**src/verilog/seq_status_params.svh**
```systemverilog
// Constants of the sequence status and flag logic
// How it works
// - Unbalanced loop count in a sequence reports the bad-loop character.
// - Loop opened in one sequence and closed in another is invalid.
// - Sequence with unclosed nested loops is never launched.
// - Started set when run, run variant or power-up launches a sequence.
// - Started cleared by end marker, stop, kill or a travel limit.
// - Ended set by end marker, stop, kill or end-of-travel limit.
// - Ended cleared whenever a sequence is launched.
// - Fault query returns 00 none, 20 position, 22 current; panel shown.
// - Fault 23 for missing enable plug, 30 for checksum; panel shown.
// - Fault 60 for serial shutdown, not shown on panel.
// - Non-indexer variant reports 61 for incoming step pulses, shown.
// - Revision reply is asterisk, part number, suffix, carriage return.
// - Halt decelerates using the last programmed acceleration.
// - Halt normally discards the remaining command buffer.
// - With keep-buffer set, halt ends only the current move.
// - Halt ignored in streamed-velocity mode; exit-streaming stops it.
// - Long-form save behaves exactly like short-form save.
// - Eight user flags; pattern 0 clears, 1 sets, X keeps.
// - First pattern character is flag 8; omitted positions act as X.
// - Flag test runs following commands to end marker only on match.
// - Status reply is asterisk, @ A B C or D, carriage return.
// - Launch sets started, clears ended; completion does the reverse.
`ifndef SEQ_STATUS_PARAMS_SVH
`define SEQ_STATUS_PARAMS_SVH
`define REG_CTRL 12'h000
`define REG_CMD 12'h004
`define REG_FLAG_PAT 12'h008
`define REG_FLAG_MASK 12'h00C
`define REG_STATUS 12'h010
`define REG_FAULT_IN 12'h014
`define REG_REPLY 12'h018
`define REG_LOOP 12'h01C
`define REG_SAVE_CNT 12'h020
`define CTRL_KEEP_BIT 0
`define CTRL_NONIDX_BIT 1
`define CTRL_STREAM_BIT 2
`define CH_STAR 8'h2A
`define CH_CR 8'h0D
`define CH_AT 8'h40
`define CH_BADLOOP 8'h44
`define FAULT_NONE 8'h00
`define FAULT_POS 8'h20
`define FAULT_CUR 8'h22
`define FAULT_PLUG 8'h23
`define FAULT_CSUM 8'h30
`define FAULT_SHUT 8'h60
`define FAULT_STEP 8'h61
`define REV_LEN 5'd16
`endif

```
**src/verilog/seq_status_pkg.sv**
```systemverilog
// Types of the sequence status and flag logic
package seq_status_pkg;
   typedef enum logic [3:0] {
      CMD_NONE = 4'h0,
      CMD_RUN = 4'h1,
      CMD_RUN_VAR = 4'h2,
      CMD_STOP = 4'h3,
      CMD_KILL = 4'h4,
      CMD_END_MARK = 4'h5,
      CMD_HALT = 4'h6,
      CMD_EXIT_STREAM = 4'h7,
      CMD_SAVE = 4'h8,
      CMD_SAVE_LONG = 4'h9,
      CMD_FLAG_WRITE = 4'hA,
      CMD_FLAG_TEST = 4'hB,
      CMD_END_COND = 4'hC,
      CMD_Q_STATE = 4'hD,
      CMD_Q_FAULT = 4'hE,
      CMD_Q_REV = 4'hF
   } cmd_t;
   typedef enum logic [1:0] {
      RP_IDLE = 2'b00,
      RP_SEND = 2'b01
   } reply_state_t;
endpackage
```
**src/verilog/seq_status.sv**
```systemverilog
// Sequence status, fault report, halt control and user flags over APB
`timescale 1ns/1ps
`include "seq_status_params.svh"
module seq_status #(
   parameter int NUM_FLAGS = 8,
   parameter logic [31:0] REV_HI = 32'h0000_0000,
   parameter logic [31:0] REV_LO = 32'h0000_0000
)(
   input wire logic pclk,
   input wire logic presetn,
   input wire logic clk_en,
   input wire logic psel,
   input wire logic penable,
   input wire logic pwrite,
   input wire logic [11:0] paddr,
   input wire logic [31:0] pwdata,
   output logic [31:0] prdata,
   output logic pready,
   output logic pslverr,
   input wire logic power_up_launch,
   input wire logic limit_hit,
   input wire logic end_of_travel,
   input wire logic loop_open,
   input wire logic loop_close,
   input wire logic seq_boundary,
   input wire logic reply_ready,
   output logic [7:0] reply_char,
   output logic reply_valid,
   output logic decel_req,
   output logic flush_queue,
   output logic save_req,
   output logic cond_skip,
   output logic panel_fault,
   output logic [NUM_FLAGS-1:0] user_flag
);
   import seq_status_pkg::*;
   if (NUM_FLAGS != 8)
      $error("NUM_FLAGS must be 8");
   // Revision text: decimal digits, or Z for nibbles above 9, plus one suffix letter, from the parameters
   function automatic logic [7:0] hexch(input logic [3:0] n);
      hexch = (n < 4'hA) ? {4'h3, n} : 8'h5A;
   endfunction
   function automatic logic [7:0] rev_char(input logic [4:0] i);
      case (i)
         5'd0: rev_char = `CH_STAR;
         5'd1: rev_char = hexch(REV_HI[31:28]);
         5'd2: rev_char = hexch(REV_HI[27:24]);
         5'd3: rev_char = 8'h2D;
         5'd4: rev_char = hexch(REV_HI[23:20]);
         5'd5: rev_char = hexch(REV_HI[19:16]);
         5'd6: rev_char = hexch(REV_HI[15:12]);
         5'd7: rev_char = hexch(REV_HI[11:8]);
         5'd8: rev_char = hexch(REV_HI[7:4]);
         5'd9: rev_char = hexch(REV_HI[3:0]);
         5'd10: rev_char = 8'h2D;
         5'd11: rev_char = hexch(REV_LO[15:12]);
         5'd12: rev_char = hexch(REV_LO[11:8]);
         5'd13: rev_char = {1'b0, REV_LO[6:0]} | 8'h41;
         5'd14: rev_char = hexch(REV_LO[3:0]);
         default: rev_char = `CH_CR;
      endcase
   endfunction

   logic [2:0] ctrl, next_ctrl;
   logic [7:0] fault_in, next_fault_in;
   logic started, next_started;
   logic ended, next_ended;
   logic bad_loop, next_bad_loop;
   logic signed [7:0] loop_depth, next_loop_depth;
   logic [15:0] save_cnt, next_save_cnt;
   logic [NUM_FLAGS-1:0] next_user_flag;
   logic next_decel, next_flush, next_save, next_skip, next_panel;
   logic [31:0] next_prdata;
   logic next_pready;
   logic next_pslverr;
   reply_state_t rstate, next_rstate;
   logic [1:0] rkind, next_rkind;
   logic [4:0] ridx, next_ridx;
   logic [7:0] next_reply_char;
   logic next_reply_valid;
   logic [7:0] fault_code;

   wire logic setup = psel && !penable;
   wire logic acc = psel && penable && pready;
   wire logic wr = acc && pwrite;
   wire logic cmd_wr = wr && paddr == `REG_CMD;
   cmd_t cmd;
   assign cmd = cmd_t'(pwdata[3:0]);
   wire logic stream = ctrl[`CTRL_STREAM_BIT];
   wire logic [3:0] pat_len = pwdata[11:8];

   // Fault priority: lowest-numbered fault_in bit reported
   always_comb
   begin
      fault_code = `FAULT_NONE;
      if (fault_in[0])
         fault_code = `FAULT_POS;
      else if (fault_in[1])
         fault_code = `FAULT_CUR;
      else if (fault_in[2])
         fault_code = `FAULT_PLUG;
      else if (fault_in[3])
         fault_code = `FAULT_CSUM;
      else if (fault_in[4])
         fault_code = `FAULT_SHUT;
      else if (fault_in[5] && ctrl[`CTRL_NONIDX_BIT])
         fault_code = `FAULT_STEP;
   end

   // Sequence, flag and control state
   always_comb
   begin
      logic launch;
      logic valid_seq;
      logic [7:0] mask;
      launch = 1'b0;
      valid_seq = !bad_loop && loop_depth == 8'sd0;
      mask = 8'h00;
      next_ctrl = ctrl;
      next_fault_in = fault_in;
      next_started = started;
      next_ended = ended;
      next_bad_loop = bad_loop;
      next_loop_depth = loop_depth;
      next_save_cnt = save_cnt;
      next_user_flag = user_flag;
      next_decel = 1'b0;
      next_flush = 1'b0;
      next_save = 1'b0;
      next_skip = cond_skip;
      // Clear first so a loop event in the same cycle still counts
      if (wr && paddr == `REG_LOOP)
      begin
         next_bad_loop = 1'b0;
         next_loop_depth = 8'sd0;
      end
      if (loop_open)
         next_loop_depth = next_loop_depth + 8'sd1;
      if (loop_close)
      begin
         if (next_loop_depth == 8'sd0)
            next_bad_loop = 1'b1;
         else
            next_loop_depth = next_loop_depth - 8'sd1;
      end
      if (seq_boundary && !loop_open && !loop_close)
      begin
         if (next_loop_depth != 8'sd0)
            next_bad_loop = 1'b1;
         next_loop_depth = 8'sd0;
      end
      if (power_up_launch && valid_seq)
         launch = 1'b1;
      if (wr && paddr == `REG_CTRL)
         next_ctrl = pwdata[2:0];
      if (wr && paddr == `REG_FAULT_IN)
         next_fault_in = pwdata[7:0];
      if (cmd_wr)
      begin
         case (cmd)
            CMD_RUN, CMD_RUN_VAR:
               if (valid_seq)
                  launch = 1'b1;
            CMD_STOP, CMD_KILL:
            begin
               next_started = 1'b0;
               next_ended = 1'b1;
            end
            CMD_END_MARK:
            begin
               next_started = 1'b0;
               next_ended = 1'b1;
               next_skip = 1'b0;
            end
            CMD_HALT:
               if (!stream)
               begin
                  next_decel = 1'b1;
                  next_flush = !ctrl[`CTRL_KEEP_BIT];
               end
            CMD_EXIT_STREAM:
            begin
               next_decel = 1'b1;
               next_ctrl[`CTRL_STREAM_BIT] = 1'b0;
            end
            CMD_SAVE, CMD_SAVE_LONG:
            begin
               next_save = 1'b1;
               next_save_cnt = save_cnt + 16'h0001;
            end
            CMD_FLAG_WRITE:
            begin
               // Pattern bit 7 is flag 8, first character
               for (int i = 0; i < 8; i++)
                  mask[7-i] = 4'(i) < pat_len;
               mask = mask & pwdata[31:24];
               next_user_flag = (user_flag & ~mask) |
                  (pwdata[23:16] & mask);
            end
            CMD_FLAG_TEST:
               next_skip = ((user_flag ^ pwdata[23:16]) &
                  pwdata[31:24]) != 8'h00;
            CMD_END_COND:
               next_skip = 1'b0;
            default: ;
         endcase
      end
      if (limit_hit || end_of_travel)
      begin
         next_started = 1'b0;
         next_ended = 1'b1;
      end
      if (launch)
      begin
         next_started = 1'b1;
         next_ended = 1'b0;
      end
      next_panel = fault_code != `FAULT_NONE &&
         fault_code != `FAULT_SHUT;
   end

   // APB slave: one wait-free access phase
   always_comb
   begin
      next_pready = setup;
      next_pslverr = 1'b0;
      next_prdata = 32'h0000_0000;
      if (setup)
      begin
         case (paddr)
            `REG_CTRL: next_prdata = {29'h0, ctrl};
            `REG_CMD: next_prdata = 32'h0000_0000;
            `REG_FLAG_PAT: next_prdata = {24'h0, user_flag};
            `REG_FLAG_MASK: next_prdata = {31'h0, cond_skip};
            `REG_STATUS: next_prdata = {16'h0, fault_code, 5'h0,
               bad_loop, ended, started};
            `REG_FAULT_IN: next_prdata = {24'h0, fault_in};
            `REG_REPLY: next_prdata = {22'h0, rstate == RP_SEND,
               reply_valid, reply_char};
            `REG_LOOP: next_prdata = {24'h0, loop_depth};
            `REG_SAVE_CNT: next_prdata = {16'h0, save_cnt};
            default: next_pslverr = 1'b1;
         endcase
      end
   end

   // Reply stream toward the serial side
   always_comb
   begin
      next_rstate = rstate;
      next_rkind = rkind;
      next_ridx = ridx;
      next_reply_char = reply_char;
      next_reply_valid = reply_valid;
      case (rstate)
         RP_IDLE:
            if (cmd_wr && (cmd == CMD_Q_STATE || cmd == CMD_Q_FAULT ||
               cmd == CMD_Q_REV))
            begin
               next_rstate = RP_SEND;
               next_rkind = cmd[1:0];
               next_ridx = 5'd0;
               next_reply_valid = 1'b1;
               next_reply_char = cmd == CMD_Q_FAULT ?
                  hexch(fault_code[7:4]) : `CH_STAR;
            end
         RP_SEND:
            if (reply_ready)
            begin
               next_ridx = ridx + 5'd1;
               if (reply_char == `CH_CR)
               begin
                  next_rstate = RP_IDLE;
                  next_reply_valid = 1'b0;
               end
               else if (rkind == 2'b01)
                  next_reply_char = ridx == 5'd0 ?
                     (bad_loop ? `CH_BADLOOP :
                      (`CH_AT | {6'h0, ended, started})) : `CH_CR;
               else if (rkind == 2'b10)
                  next_reply_char = ridx == 5'd0 ?
                     hexch(fault_code[3:0]) : `CH_CR;
               else
                  next_reply_char = rev_char(ridx + 5'd1);
            end
         default:
            next_rstate = RP_IDLE;
      endcase
   end

   always_ff @(posedge pclk or negedge presetn)
   begin
      if (!presetn)
      begin
         ctrl <= 3'h0;
         fault_in <= 8'h00;
         started <= 1'b0;
         ended <= 1'b0;
         bad_loop <= 1'b0;
         loop_depth <= 8'sd0;
         save_cnt <= 16'h0000;
         user_flag <= '0;
         decel_req <= 1'b0;
         flush_queue <= 1'b0;
         save_req <= 1'b0;
         cond_skip <= 1'b0;
         panel_fault <= 1'b0;
         prdata <= 32'h0000_0000;
         pready <= 1'b0;
         pslverr <= 1'b0;
         rstate <= RP_IDLE;
         rkind <= 2'b00;
         ridx <= 5'd0;
         reply_char <= 8'h00;
         reply_valid <= 1'b0;
      end
      else if (clk_en)
      begin
         ctrl <= next_ctrl;
         fault_in <= next_fault_in;
         started <= next_started;
         ended <= next_ended;
         bad_loop <= next_bad_loop;
         loop_depth <= next_loop_depth;
         save_cnt <= next_save_cnt;
         user_flag <= next_user_flag;
         decel_req <= next_decel;
         flush_queue <= next_flush;
         save_req <= next_save;
         cond_skip <= next_skip;
         panel_fault <= next_panel;
         prdata <= next_prdata;
         pready <= next_pready;
         pslverr <= next_pslverr;
         rstate <= next_rstate;
         rkind <= next_rkind;
         ridx <= next_ridx;
         reply_char <= next_reply_char;
         reply_valid <= next_reply_valid;
      end
   end

   property p_launch_clears_ended;
      @(posedge pclk) disable iff (!presetn)
      clk_en && cmd_wr && cmd == CMD_RUN && !bad_loop && loop_depth == 0
      |=> started && !ended;
   endproperty
   a_launch_clears_ended: assert property (p_launch_clears_ended)
      else $error("launch did not set started and clear ended");
   property p_stop;
      @(posedge pclk) disable iff (!presetn)
      clk_en && cmd_wr && cmd == CMD_STOP && !power_up_launch
      |=> !started && ended;
   endproperty
   a_stop: assert property (p_stop)
      else $error("stop did not end sequence");
   property p_limit;
      @(posedge pclk) disable iff (!presetn)
      clk_en && end_of_travel && !power_up_launch &&
      !(cmd_wr && (cmd == CMD_RUN || cmd == CMD_RUN_VAR))
      |=> ended;
   endproperty
   a_limit: assert property (p_limit)
      else $error("limit did not set ended");
   property p_no_bad_launch;
      @(posedge pclk) disable iff (!presetn)
      clk_en && bad_loop && !started |=> !started;
   endproperty
   a_no_bad_launch: assert property (p_no_bad_launch)
      else $error("bad sequence launched");
   property p_halt_stream;
      @(posedge pclk) disable iff (!presetn)
      clk_en && cmd_wr && cmd == CMD_HALT && stream |=> !decel_req;
   endproperty
   a_halt_stream: assert property (p_halt_stream)
      else $error("halt acted in streaming mode");
   property p_halt_flush;
      @(posedge pclk) disable iff (!presetn)
      clk_en && cmd_wr && cmd == CMD_HALT && !stream
      |=> decel_req && flush_queue == !$past(ctrl[0]);
   endproperty
   a_halt_flush: assert property (p_halt_flush)
      else $error("halt flush wrong");
   property p_flag_keep;
      @(posedge pclk) disable iff (!presetn)
      clk_en && cmd_wr && cmd == CMD_FLAG_WRITE && pat_len == 4'd0
      |=> $stable(user_flag);
   endproperty
   a_flag_keep: assert property (p_flag_keep)
      else $error("omitted flags changed");
   property p_panel;
      @(posedge pclk) disable iff (!presetn)
      clk_en && fault_code == `FAULT_SHUT |=> !panel_fault;
   endproperty
   a_panel: assert property (p_panel)
      else $error("shutdown shown on panel");
   property p_reply_end;
      @(posedge pclk) disable iff (!presetn)
      reply_valid && reply_char == `CH_CR && reply_ready && clk_en
      |=> !reply_valid;
   endproperty
   a_reply_end: assert property (p_reply_end)
      else $error("reply not ended at carriage return");
endmodule

```
**config.mk**
```make
export PLATFORM = sky130hd
export DESIGN_NAME = seq_status
export DESIGN_NICKNAME = d
export VERILOG_FILES = /design/src/verilog/seq_status_pkg.sv /design/src/verilog/seq_status.sv
export VERILOG_INCLUDE_DIRS = /design/src /design/src/verilog
export SDC_FILE = /design/constraint.sdc
export NUM_CORES = 1
export LEC_CHECK = 0
export BUFFER_PORTS_ARGS = -buffer_cell sky130_fd_sc_hd__buf_2
export CAP_MARGIN = 20
export CORE_UTILIZATION = 29
export CTS_CLUSTER_DIAMETER = 50
export DETAILED_ROUTE_END_ITERATION = 6
export HOLD_SLACK_MARGIN = 0.08
export PLACE_DENSITY = 0.53
export SYNTH_ARGS = -nofsm -noshare
export SYNTH_HDL_FRONTEND = slang
export SYNTH_SLANG_ARGS = --single-unit
```
**constraint.sdc**
```tcl
create_clock -name pclk -period 3.7 [get_ports pclk]
set_input_delay 0.37 -clock pclk [delete_from_list [all_inputs] [get_ports pclk]]
set_output_delay 0.37 -clock pclk [all_outputs]
set_load 0.005 [all_outputs]
```
==> results of run 1 <==
-- how the worst max path moves through the flow --
stage / startpoint / end / cells after the start
2_1_floorplan: paddr[9] / bad_loop$_DFFE_PN0P_ / 13
3_3_place_gp: paddr[9] / bad_loop$_DFFE_PN0P_ / 14
3_5_place_dp: paddr[9] / bad_loop$_DFFE_PN0P_ / 14
4_1_cts: paddr[9] / bad_loop$_DFFE_PN0P_ / 14
5_1_grt: paddr[9] / bad_loop$_DFFE_PN0P_ / 14
6_report: paddr[9] / bad_loop$_DFFE_PN0P_ / 14
-- metal layers --
metal  up-vias  wire (um)  track usage
met5         -          0            0
met4         0        142       0.0399
met3        11        804       0.0341
met2       156       7420        0.271
met1      2341       7980        0.241
li1       2392          -            -
-- registers in the layout (all words and copies together) (netlist names), 2 cells and up, named ones only --
signal,flops
fault_in,8
save_cnt,16
ctrl,3
prdata,16
reply_char,7
loop_depth,8
rkind,2
ridx,5
-- power by group --
group | internal (uW) | switching (uW) | leakage, uW
clock | 529 | 403 | 0.000140
combinational | 461 | 527 | 0.00176
sequential | 1000 | 186 | 0.00112
-- cells by family (layout without fill, tap and decap cells) --
group,count (synthesis),in the layout,synth area share
flops,84,84,0.382
simple gates,218,218,0.208
mux,34,34,0.0675
fa+ha+maj,9,9,0.0204
xor+xnor,40,40,0.0636
compound gates,147,147,0.201
other cells,1,17,0.000681
buf+inv,66,154,0.0575
-- synth_stat cells (6+ instances only) --
library cell	number	area (um2)
a31oi_1	7	43.8
nand3_1	15	75.1
nand2_1	63	236
a22oi_1	16	120
xnor2_1	18	158
a21o_1	7	52.6
a21oi_1	14	70.1
nand2b_1	7	43.8
o21ai_0	21	105
nor2_1	47	176
buf_4	17	128
or3_1	6	37.5
mux2_2	19	214
nand4_1	16	100
clkbuf_1	27	101
nor3_1	14	70.1
and3_1	9	56.3
o2bb2ai_1	20	175
mux2i_1	9	90.1
inv_1	16	60.1
o211ai_1	9	67.6
mux2_1	6	67.6
dfrtp_1	84	2100
ha_1	9	113
xor2_1	22	193
-- stage by stage --
| step | std cells | setup TNS [ns] | util | instance area, um2 |
|---|---|---|---|---|
| global route | 937 | 0 | 0.355 | 6610 |
| detailed placement | 921 | -0.408 | 0.339 | 6310 |
| CTS | 937 | 0 | 0.355 | 6610 |
| finish | 937 | 0 | 0.355 | 6610 |
| global placement | 921 | -0.262 | 0.339 | 6310 |
| floorplan | 615 | -0.00678 | - | 5580 |
-- worst reg2reg max path, delay by kind of cell (launching register included) --
family | cells | cell delay (ns)
fa+ha+maj | 2 | 0.52
compound gates | 3 | 0.61
simple gates | 6 | 1.55
mux | 2 | 0.20
flops | 1 | 0.39
-- layout make-up --
type                            instances  share of cell area
Clock buffer                           10              0.0346
Clock inverter                          6              0.0108
Inverter                               16             0.00908
Multi-Input combinational cell        465               0.479
Sequential cell                        84               0.318
Tap cell                              234              0.0443
Timing Repair Buffer                  122               0.104
==> key figures, run 1 <==
Setup path
  – Max Fanout on Critical Path: 4
  – WS Path Type: input port to flop
  – Reg-to-Reg Start: pready$_DFFE_PN0P_
  – CP bufs+invs: 1
  – Reg2reg setup slack: 0.34 ns
  – Critical Path RT: 3.97 ns
  – Critical Path Max Stage Delay: 0.54 ns
  – Data arrival, critical path: 3.77 ns
  – CP max stage cell: or4_4
  – Worst reg2reg path depth: 13
  – RR Endpoint: bad_loop$_DFFE_PN0P_
  – Critical Path Source Type: input port
  – CP endpoint kind: flop
  – Worst-path cell chain: buf_2, or4_4, or4_4, and2_1, ha_1, mux2i_1, ha_1, nand2_2, nor2_1, a32o_1, or4_1, o211ai_1, mux2i_1, a41oi_1
  – CP top delay family: simple AND/OR/NAND/NOR gates

CTS
  – Reg clk slew, reported paths: 0.07 ns
  – Clk sinks: 84
  – Post-CTS setup buffer count: 0
  – CTS Buf Count: 9
  – CTS tree: done
  – Clk Tree Root Cell: clkbuf_16
  – Post-CTS Hold Fix Bufs: 0
  – Clock Latency Late Sink: 0.35 ns
  – # resized after CTS: 0
  – Total number of H-tree levels: 3
  – Clock buffer depth: 2

Pwr
  – Power, Total: 3110 uW
  – Leakage: 0.00302 uW
  – Peak VDD IR: 233 uV
  – Power Density: 470 nW/um2

Cells and area
  – Sequential cell area: 2100 um2
  – Fillers: 1946
  – Nets: 764
  – Area of the multi-input gates: 3170 um2
  – ANT cells: 0
  – Commonest non-fill, non-tap cell in the layout: buf_2
  – Share of layout cells above drive strength 1: 0.245
  – Area Growth Syn to Fin: 20.1%
  – Most frequent cells in the layout: 90 x buf_2, 84 x dfrtp_1, 62 x nand2_1

Timing
  – Worst-Margin Slew: 0.827 ns
  – Max-slew headroom: 0.449
  – RSZ-0062 raised after global routing: no
  – Final setup violation count: 0
  – Hold Fails Final Rpt: 0
  – Max-slew violations: 0
  – Final min period: 3.50 ns
  – Skew final: 0.00846 ns
  – Part of the cycle the worst path needs: 0.945
  – Fmax: 0.286 GHz
  – Hold Worst Slack: 0.115 ns
  – Final WS setup: 0.204 ns

Synthesis
  – Mapped Area: 5510 um2
  – Syn. warnings: 0
  – Register area share after synthesis: 0.382
  – FF+latch count, synth: 84
  – Ys flop type: dfrtp_1
  – Yosys cell types: 70
  – Post-synth EDFFs: 0
  – Mapped Cells: 599
  – Avg Cell Area, Syn: 9.19 um2
  – Share of flip-flops with an asynchronous set or reset: 1.00

Global routing
  – Gr ovfl total: 0
  – Number of global-route vias before repair: 4744
  – Largest net degree at the start of global routing: 63
  – Overall routing resource usage: 0.172
  – Initial antenna violation count: 0
  – First-pass GRT wire length: 26.1 mm

Flow run
  – Max_cap viols: 0

Route
  – DR vias: 4900
  – Drt total wl: 16.3 mm
  – Pre-antenna DRT Iters: 5
  – WL per Instance: 17.4 um
  – Post-route DRC: 0
  – 1st-iter DRT viols: 433
  – DRT antenna net count: 0
  – Vias per cell: 5.23

Place
  – Port Buf Inserts: 91
  – HPWL reported at the end of detailed placement: 12.4 mm
  – GPL Wtd Cong: 0.857
  – Dpl ws: -0.182 ns

Outcome
  – Status: completed

Floorplan
  – Site Rows: 50
  – IO Pins: 113
  – Die Ht: 140 um
  – Die area: 19500 um2
  – Die width: 140 um
  – Core area: 18600 um2
  – Initial Utilization: 0.295

Hold path
  – Worst Hold Class: input port to async pin
(Power assumes the default switching activity.)
==> inputs of run 2 (changes only) <==
- CORE_MARGIN: not set -> 10
==> run 2 against run 1 <==
Against the previous run: setup slack worse by 0.046 ns; die area up 27%; sequential power about the same; largest cell class unchanged; highest routed layer is now met5; wire length up 6.8%; non-clock buffer count up 1; cell area up 0.34%.
==> key figures, run 2 (synthesis results as in run 1) <==
Pwr
  – Peak VDD IR: 236 uV (+1.7%)
  – Switching component of the power: 1120 uW (+0.49%)
  – Part of the power in registers: 0.378 (-0.004)
  – Leakage: 0.00303 uW (+0.31%)
  – Int Power: 2020 uW (+1.3%)
  – Clock Power Share: 0.302 (+0.002)
  – Power Density: 473 nW/um2 (+0.69%)
  – Power, Total: 3140 uW (+1.0%)
  – Comb pwr share: 0.319 (about the same)
  – Switch share: 0.357 (-0.00192)

CTS
  – Clk sinks: 84 (unchanged)
  – Clock buffer depth: 2 (unchanged)
  – Clock Latency Late Sink: 0.36 ns (about the same)
  – Total number of H-tree levels: 3 (unchanged)
  – Post-CTS Hold Fix Bufs: 0 (unchanged)
  – CTS tree: done
  – Clk Tree Root Cell: clkbuf_16
  – Reg clk slew, reported paths: 0.07 ns (about the same)
  – CTS Buf Count: 9 (unchanged)

Cells and area
  – Final instance area: 6640 um2 (+0.34%)
  – Most frequent cells in the layout: 90 x buf_2, 84 x dfrtp_1, 62 x nand2_1
  – Share of layout cells above drive strength 1: 0.250 (+0.00533)
  – Area Growth Syn to Fin: 20.5%
  – Post-Route Utilization: 0.355 (about the same)
  – Nets: 765 (+0.13%)
  – Biggest regs: prdata (16), save_cnt (16)
  – Commonest non-fill, non-tap cell in the layout: buf_2

Timing
  – Hold Worst Slack: 0.0983 ns (-0.0163 ns)
  – Fmax: 0.282 GHz (-1.3%)
  – Final setup violation count: 0 (unchanged)
  – Hold Fails Final Rpt: 0 (unchanged)
  – Worst-Margin Slew: 0.783 ns (-0.0441 ns)
  – Setup tns final: 0 ns (unchanged)
  – Max-slew headroom: 0.478 (+0.0294)
  – Final min period: 3.54 ns (+0.0460 ns)
  – Skew final: 0.00922 ns (+0.000754 ns)
  – RSZ-0062 raised after global routing: no
  – Max-slew violations: 0 (unchanged)
  – Part of the cycle the worst path needs: 0.957 (+0.0124)

Route
  – Vias per cell: 5.26 (+0.52%)
  – DR vias: 4936 (+0.73%)
  – Drt total wl: 17.5 mm (+6.8%)
  – 1st-iter DRT viols: 359 (-17%)
  – Post-route DRC: 0 (unchanged)
  – Pre-antenna DRT Iters: 5 (unchanged)
  – DRT antenna net count: 0 (unchanged)
  – WL per Instance: 18.6 um (+6.6%)

Place
  – Port Buf Inserts: 91 (unchanged)
  – HPWL reported at the end of detailed placement: 13.5 mm (+8.4%)
  – Dpl cell area: 6320 um2 (+0.12%)
  – GPL Wtd Cong: 0.868 (+1.3%)

Setup path
  – Worst-path cell chain: buf_2, or4_4, or4_4, and2_1, ha_1, mux2i_2, ha_2, nand2_2, a32o_1, or4_4, o211ai_1, mux2i_1, a41oi_1
  – Data arrival, critical path: 3.81 ns (+0.04 ns)
  – WS Path Type: input port to flop
  – Max Fanout on Critical Path: 5 (+1)
  – Critical Path Source Type: input port
  – Most used cell, CP: or4_4
  – CP endpoint kind: flop
  – CP max stage cell: or4_4
  – Critical Path RT: 3.97 ns (about the same)
  – Critical Path Max Stage Delay: 0.54 ns (about the same)

Outcome
  – Status: completed

Global routing
  – Gr ovfl total: 0 (unchanged)
  – Number of global-route vias before repair: 4933 (+4.0%)
  – Initial antenna violation count: 3 (+3)
  – Largest net degree at the start of global routing: 61 (-3.2%)
  – First-pass GRT wire length: 27.5 mm (+5.4%)
  – Overall routing resource usage: 0.140 (-0.0323)

Hold path
  – Worst Hold Class: input port to async pin

Floorplan
  – Core area: 18700 um2 (+0.34%)
  – Initial Utilization: 0.294 (-0.000988)
  – Die area: 24900 um2 (+27%)
  – Site Rows: 50 (unchanged)
  – Die width: 158 um (+13%)
  – Die Ht: 158 um (+13%)
  – IO Pins: 113 (unchanged)

Flow run
  – Max_cap viols: 0 (unchanged)
-- run 2: changes by cell type in the layout (fill, tap and decap cells not counted), sizes merged --
cell / before / now
buf: 122 / 123
clkinvlp: 2 / 1
clkbuf: 10 / 11
inv: 18 / 17
clkinv: 1 / 2
diode: 0 / 1
-- run 2: what timing repair did --
item	CTS	global route
endpoints found under the setup margin	0	1
gates resized for setup	0	3
buffers inserted	0	0
hold endpoints to repair	0	0
-- run 2: worst paths after layout --
| kind | from | end | slack, ns | depth (start not counted) |
|---|---|---|---|---|
| setup / recovery | paddr[9] | bad_loop$_DFFE_PN0P_ | 0.16 | 13 |
| hold / removal | presetn | save_cnt[6]$_DFFE_PN0P_ | 0.1 | 1 |
| setup reg to reg | pready$_DFFE_PN0P_ | bad_loop$_DFFE_PN0P_ | 0.27 | 12 |
| hold reg to reg | save_cnt[15]$_DFFE_PN0P_ | save_cnt[15]$_DFFE_PN0P_ | 0.47 | 1 |
| max in group asynchronous | presetn | reply_char[5]$_DFFE_PN0P_ | 2.76 | 2 |
| min in group pclk | pwdata[7] | fault_in[7]$_DFFE_PN0P_ | 0.24 | 2 |
-- run 2: area by class of cell --
| type | instances | area [um2] |
|---|---|---|
| Multi-Input combinational cell | 465 | 3180 |
| Sequential cell | 84 | 2100 |
| Antenna cell | 1 | 2.50 |
| Clock buffer | 11 | 243 |
| Timing Repair Buffer | 123 | 698 |
| Fill cell | 1912 | 12100 |
| Inverter | 16 | 60.1 |
| Tap cell | 234 | 293 |
| Clock inverter | 5 | 60.1 |
-- run 2: routing by layer --
metal / vias up / GRT usage / share of wire
met1: 2367 / 0.184 / 0.45
met2: 154 / 0.220 / 0.46
met5: - / 0 / 0.0011
li1: 2392 / - / -
met4: 4 / 0.0441 / 0.016
met3: 19 / 0.0345 / 0.066
-- run 2: through the flow --
step | cells | worst slack (ns)
after global placement | 922 | -0.161
after detailed placement | 922 | -0.232
final | 939 | 0.158
after CTS | 938 | 0.131
after global routing | 938 | 0.0152
after floorplan | 615 | -0.00678
-- run 2: worst max-delay path, delay by kind of cell --
family | cells | cell delay, ns
buf+inv | 1 | 0.10
fa+ha+maj | 2 | 0.53
mux | 2 | 0.32
simple gates | 5 | 1.83
compound gates | 3 | 0.64
-- run 2: power groups by stage --
stage / sequential, uW / clock (uW) / combinational, uW
after floorplan: 1090 / 0 / 720
after global placement: 1200 / 0 / 982
after detailed placement: 1200 / 0 / 980
after CTS: 1190 / 971 / 988
after global routing: 1210 / 1010 / 1120
final: 1190 / 949 / 1000
==> inputs of run 3 (changes only) <==
==> constraint.sdc (replaced) <==
create_clock -name pclk -period 3.7 [get_ports pclk]
set_input_delay 0 -clock pclk [delete_from_list [all_inputs] [get_ports pclk]]
set_output_delay 0 -clock pclk [all_outputs]
set_load 0.005 [all_outputs]
==> run 3 against run 2 <==
Against the previous run: non-clock buffer count grew 5; sequential power is essentially flat; register-to-register slack worse by 0.06 ns; first-iteration DRC count increased by 2.2%; final cell count increased by 0.43%; utilization grew 0.55 points; largest power group unchanged; via count is 2.1% higher.
==> key figures, run 3 (synthesis results as in run 1) <==
Outcome
  – Status: completed

Global routing
  – First-pass GRT wire length: 28.1 mm (+2.3%)
  – Largest net degree at the start of global routing: 59 (-3.3%)
  – Overall routing resource usage: 0.144 (+0.00379)
  – Gr ovfl total: 0 (unchanged)
  – Number of global-route vias before repair: 5069 (+2.8%)
  – Initial antenna violation count: 0 (-3)

Route
  – Pre-antenna DRT Iters: 5 (unchanged)
  – WL per Instance: 18.8 um (+1.0%)
  – Vias per cell: 5.34 (+1.7%)
  – Post-route DRC: 0 (unchanged)
  – Drt total wl: 17.7 mm (+1.5%)
  – DRT antenna net count: 0 (unchanged)
  – 1st-iter DRT viols: 367 (+2.2%)
  – DR vias: 5040 (+2.1%)

Cells and area
  – ANT cells: 0 (-1)
  – Fillers: 1912 (unchanged)
  – Nets: 770 (+0.65%)
  – Commonest non-fill, non-tap cell in the layout: buf_2
  – Sequential cell area: 2100 um2 (unchanged)
  – Area Growth Syn to Fin: 22.4%
  – Share of layout cells above drive strength 1: 0.214 (-0.0356)
  – Most frequent cells in the layout: 90 x buf_2, 84 x dfrtp_1, 63 x nand2_1
  – Biggest regs: prdata (16), save_cnt (16)
  – Area of the multi-input gates: 3170 um2 (-0.24%)
  – Post-Route Utilization: 0.360 (+0.00548)

Pwr
  – Leakage: 0.00306 uW (+1.0%)
  – Power Density: 464 nW/um2 (-2.0%)
  – Peak VDD IR: 271 uV (+15%)
  – Power, Total: 3130 uW (-0.48%)

CTS
  – Total number of H-tree levels: 3 (unchanged)
  – Clk Tree Root Cell: clkbuf_16
  – CTS Buf Count: 9 (unchanged)
  – Reg clk slew, reported paths: 0.07 ns (about the same)
  – Clock buffer depth: 2 (unchanged)
  – Clk sinks: 84 (unchanged)
  – Clock Latency Late Sink: 0.35 ns (about the same)
  – CTS tree: done

Setup path
  – Max Fanout on Critical Path: 4 (-1)
  – Data arrival, critical path: 3.77 ns (-0.04 ns)
  – WS Path Type: flop to flop
  – Reg-to-Reg Start: pready$_DFFE_PN0P_
  – Worst reg2reg path depth: 11 (-1)
  – Critical Path Start: pready$_DFFE_PN0P_
  – RR Endpoint: loop_depth[1]$_DFFE_PN0P_
  – Reg2reg setup slack: 0.21 ns (-0.06 ns)
  – Critical Path Source Type: flop
  – CP Capture Point: loop_depth[1]$_DFFE_PN0P_
  – Critical Path RT: 3.98 ns (about the same)
  – CP endpoint kind: flop

Timing
  – Hold Fails Final Rpt: 0 (unchanged)
  – Final min period: 3.49 ns (-0.0518 ns)
  – Final setup violation count: 0 (unchanged)
  – RSZ-0062 raised after global routing: no
  – Setup tns final: 0 ns (unchanged)
  – Max-slew violations: 0 (unchanged)
  – Part of the cycle the worst path needs: 0.943 (-0.0140)
  – Max-slew headroom: 0.314 (-0.164)
  – Final WS setup: 0.209 ns (+0.0518 ns)
  – Worst-Margin Slew: 1.03 ns (+0.246 ns)
  – Fmax: 0.286 GHz (+1.5%)
  – Skew final: 0.0119 ns (+0.00268 ns)

Floorplan
  – Site Rows: 50 (unchanged)
  – Die Ht: 158 um (unchanged)
  – Die width: 158 um (unchanged)
  – Die area: 24900 um2 (unchanged)
  – Initial Utilization: 0.294 (unchanged)
  – IO Pins: 113 (unchanged)
  – Core area: 18700 um2 (unchanged)

Place
  – HPWL reported at the end of detailed placement: 13.6 mm (+0.83%)
  – Port Buf Inserts: 91 (unchanged)
  – GPL Wtd Cong: 0.849 (-2.2%)
  – Dpl ws: 0.0347 ns (+0.267 ns)

Flow run
  – Max_cap viols: 0 (unchanged)

Hold path
  – Worst Hold Class: input port to flop
-- run 3: worst min path at each step --
stage	to	from	cells after the start	slack (ns)
after floorplan	async pin	presetn	0	-0.30
after global placement	async pin	presetn	1	0.12
after detailed placement	save_cnt[3]$_DFFE_PN0P_	presetn	1	0.12
after CTS	flop	pwdata[29]	4	0.08
after global routing	flop	pwdata[29]	4	0.08
final	flop	pwdata[31]	4	0.09
-- run 3: what timing repair did --
action / 4_1_cts / 5_1_grt
resized for setup: 0 / 2
endpoints found under the hold margin: 85 / 0
hold buffers: 24 / 0
setup buffers: 0 / 0
setup endpoints to repair: 0 / 1
-- run 3: power breakdown --
| part | leakage, uW | switching (uW) | internal (uW) |
|---|---|---|---|
| Clock | 0.000150 | 400 | 596 |
| Sequential | 0.00112 | 196 | 1000 |
| Combinational | 0.00179 | 510 | 421 |
| Total | 0.00306 | 1110 | 2020 |
-- run 3: final cells by class --
class / instances / area share
Tap cell: 234 / 0.0434
Clock inverter: 5 / 0.0126
Clock buffer: 11 / 0.0345
Timing Repair Buffer: 128 / 0.118
Multi-Input combinational cell: 465 / 0.470
Inverter: 16 / 0.00891
Sequential cell: 84 / 0.312
-- run 3: routing by layer --
metal,up-vias,GRT usage,part of all wire
li1,2404,-,-
met1,2464,0.184,0.45
met2,150,0.233,0.48
met3,22,0.0372,0.058
met4,0,0.0423,0.016
met5,-,0,0
-- run 3: critical path, stage by stage (launching register included) --
cell,delay (ns)
dfrtp_1,0.39
nand4_1,0.14
or4_4,0.54
and2_1,0.20
ha_1,0.24
nor4b_1,0.28
mux2i_1,0.17
mux2_2,0.31
or4b_1,0.56
nand3_2,0.14
mux2_1,0.33
o2bb2ai_1,0.14
-- run 3: through the flow --
step           hold slack, ns  area (um2)  std cells
3_5_place_dp            0.124        6170        903
2_1_floorplan          -0.296        5570        615
6_report               0.0886        6740        943
4_1_cts                0.0805        6720        943
3_3_place_gp            0.125        6170        903
5_1_grt                0.0805        6740        943
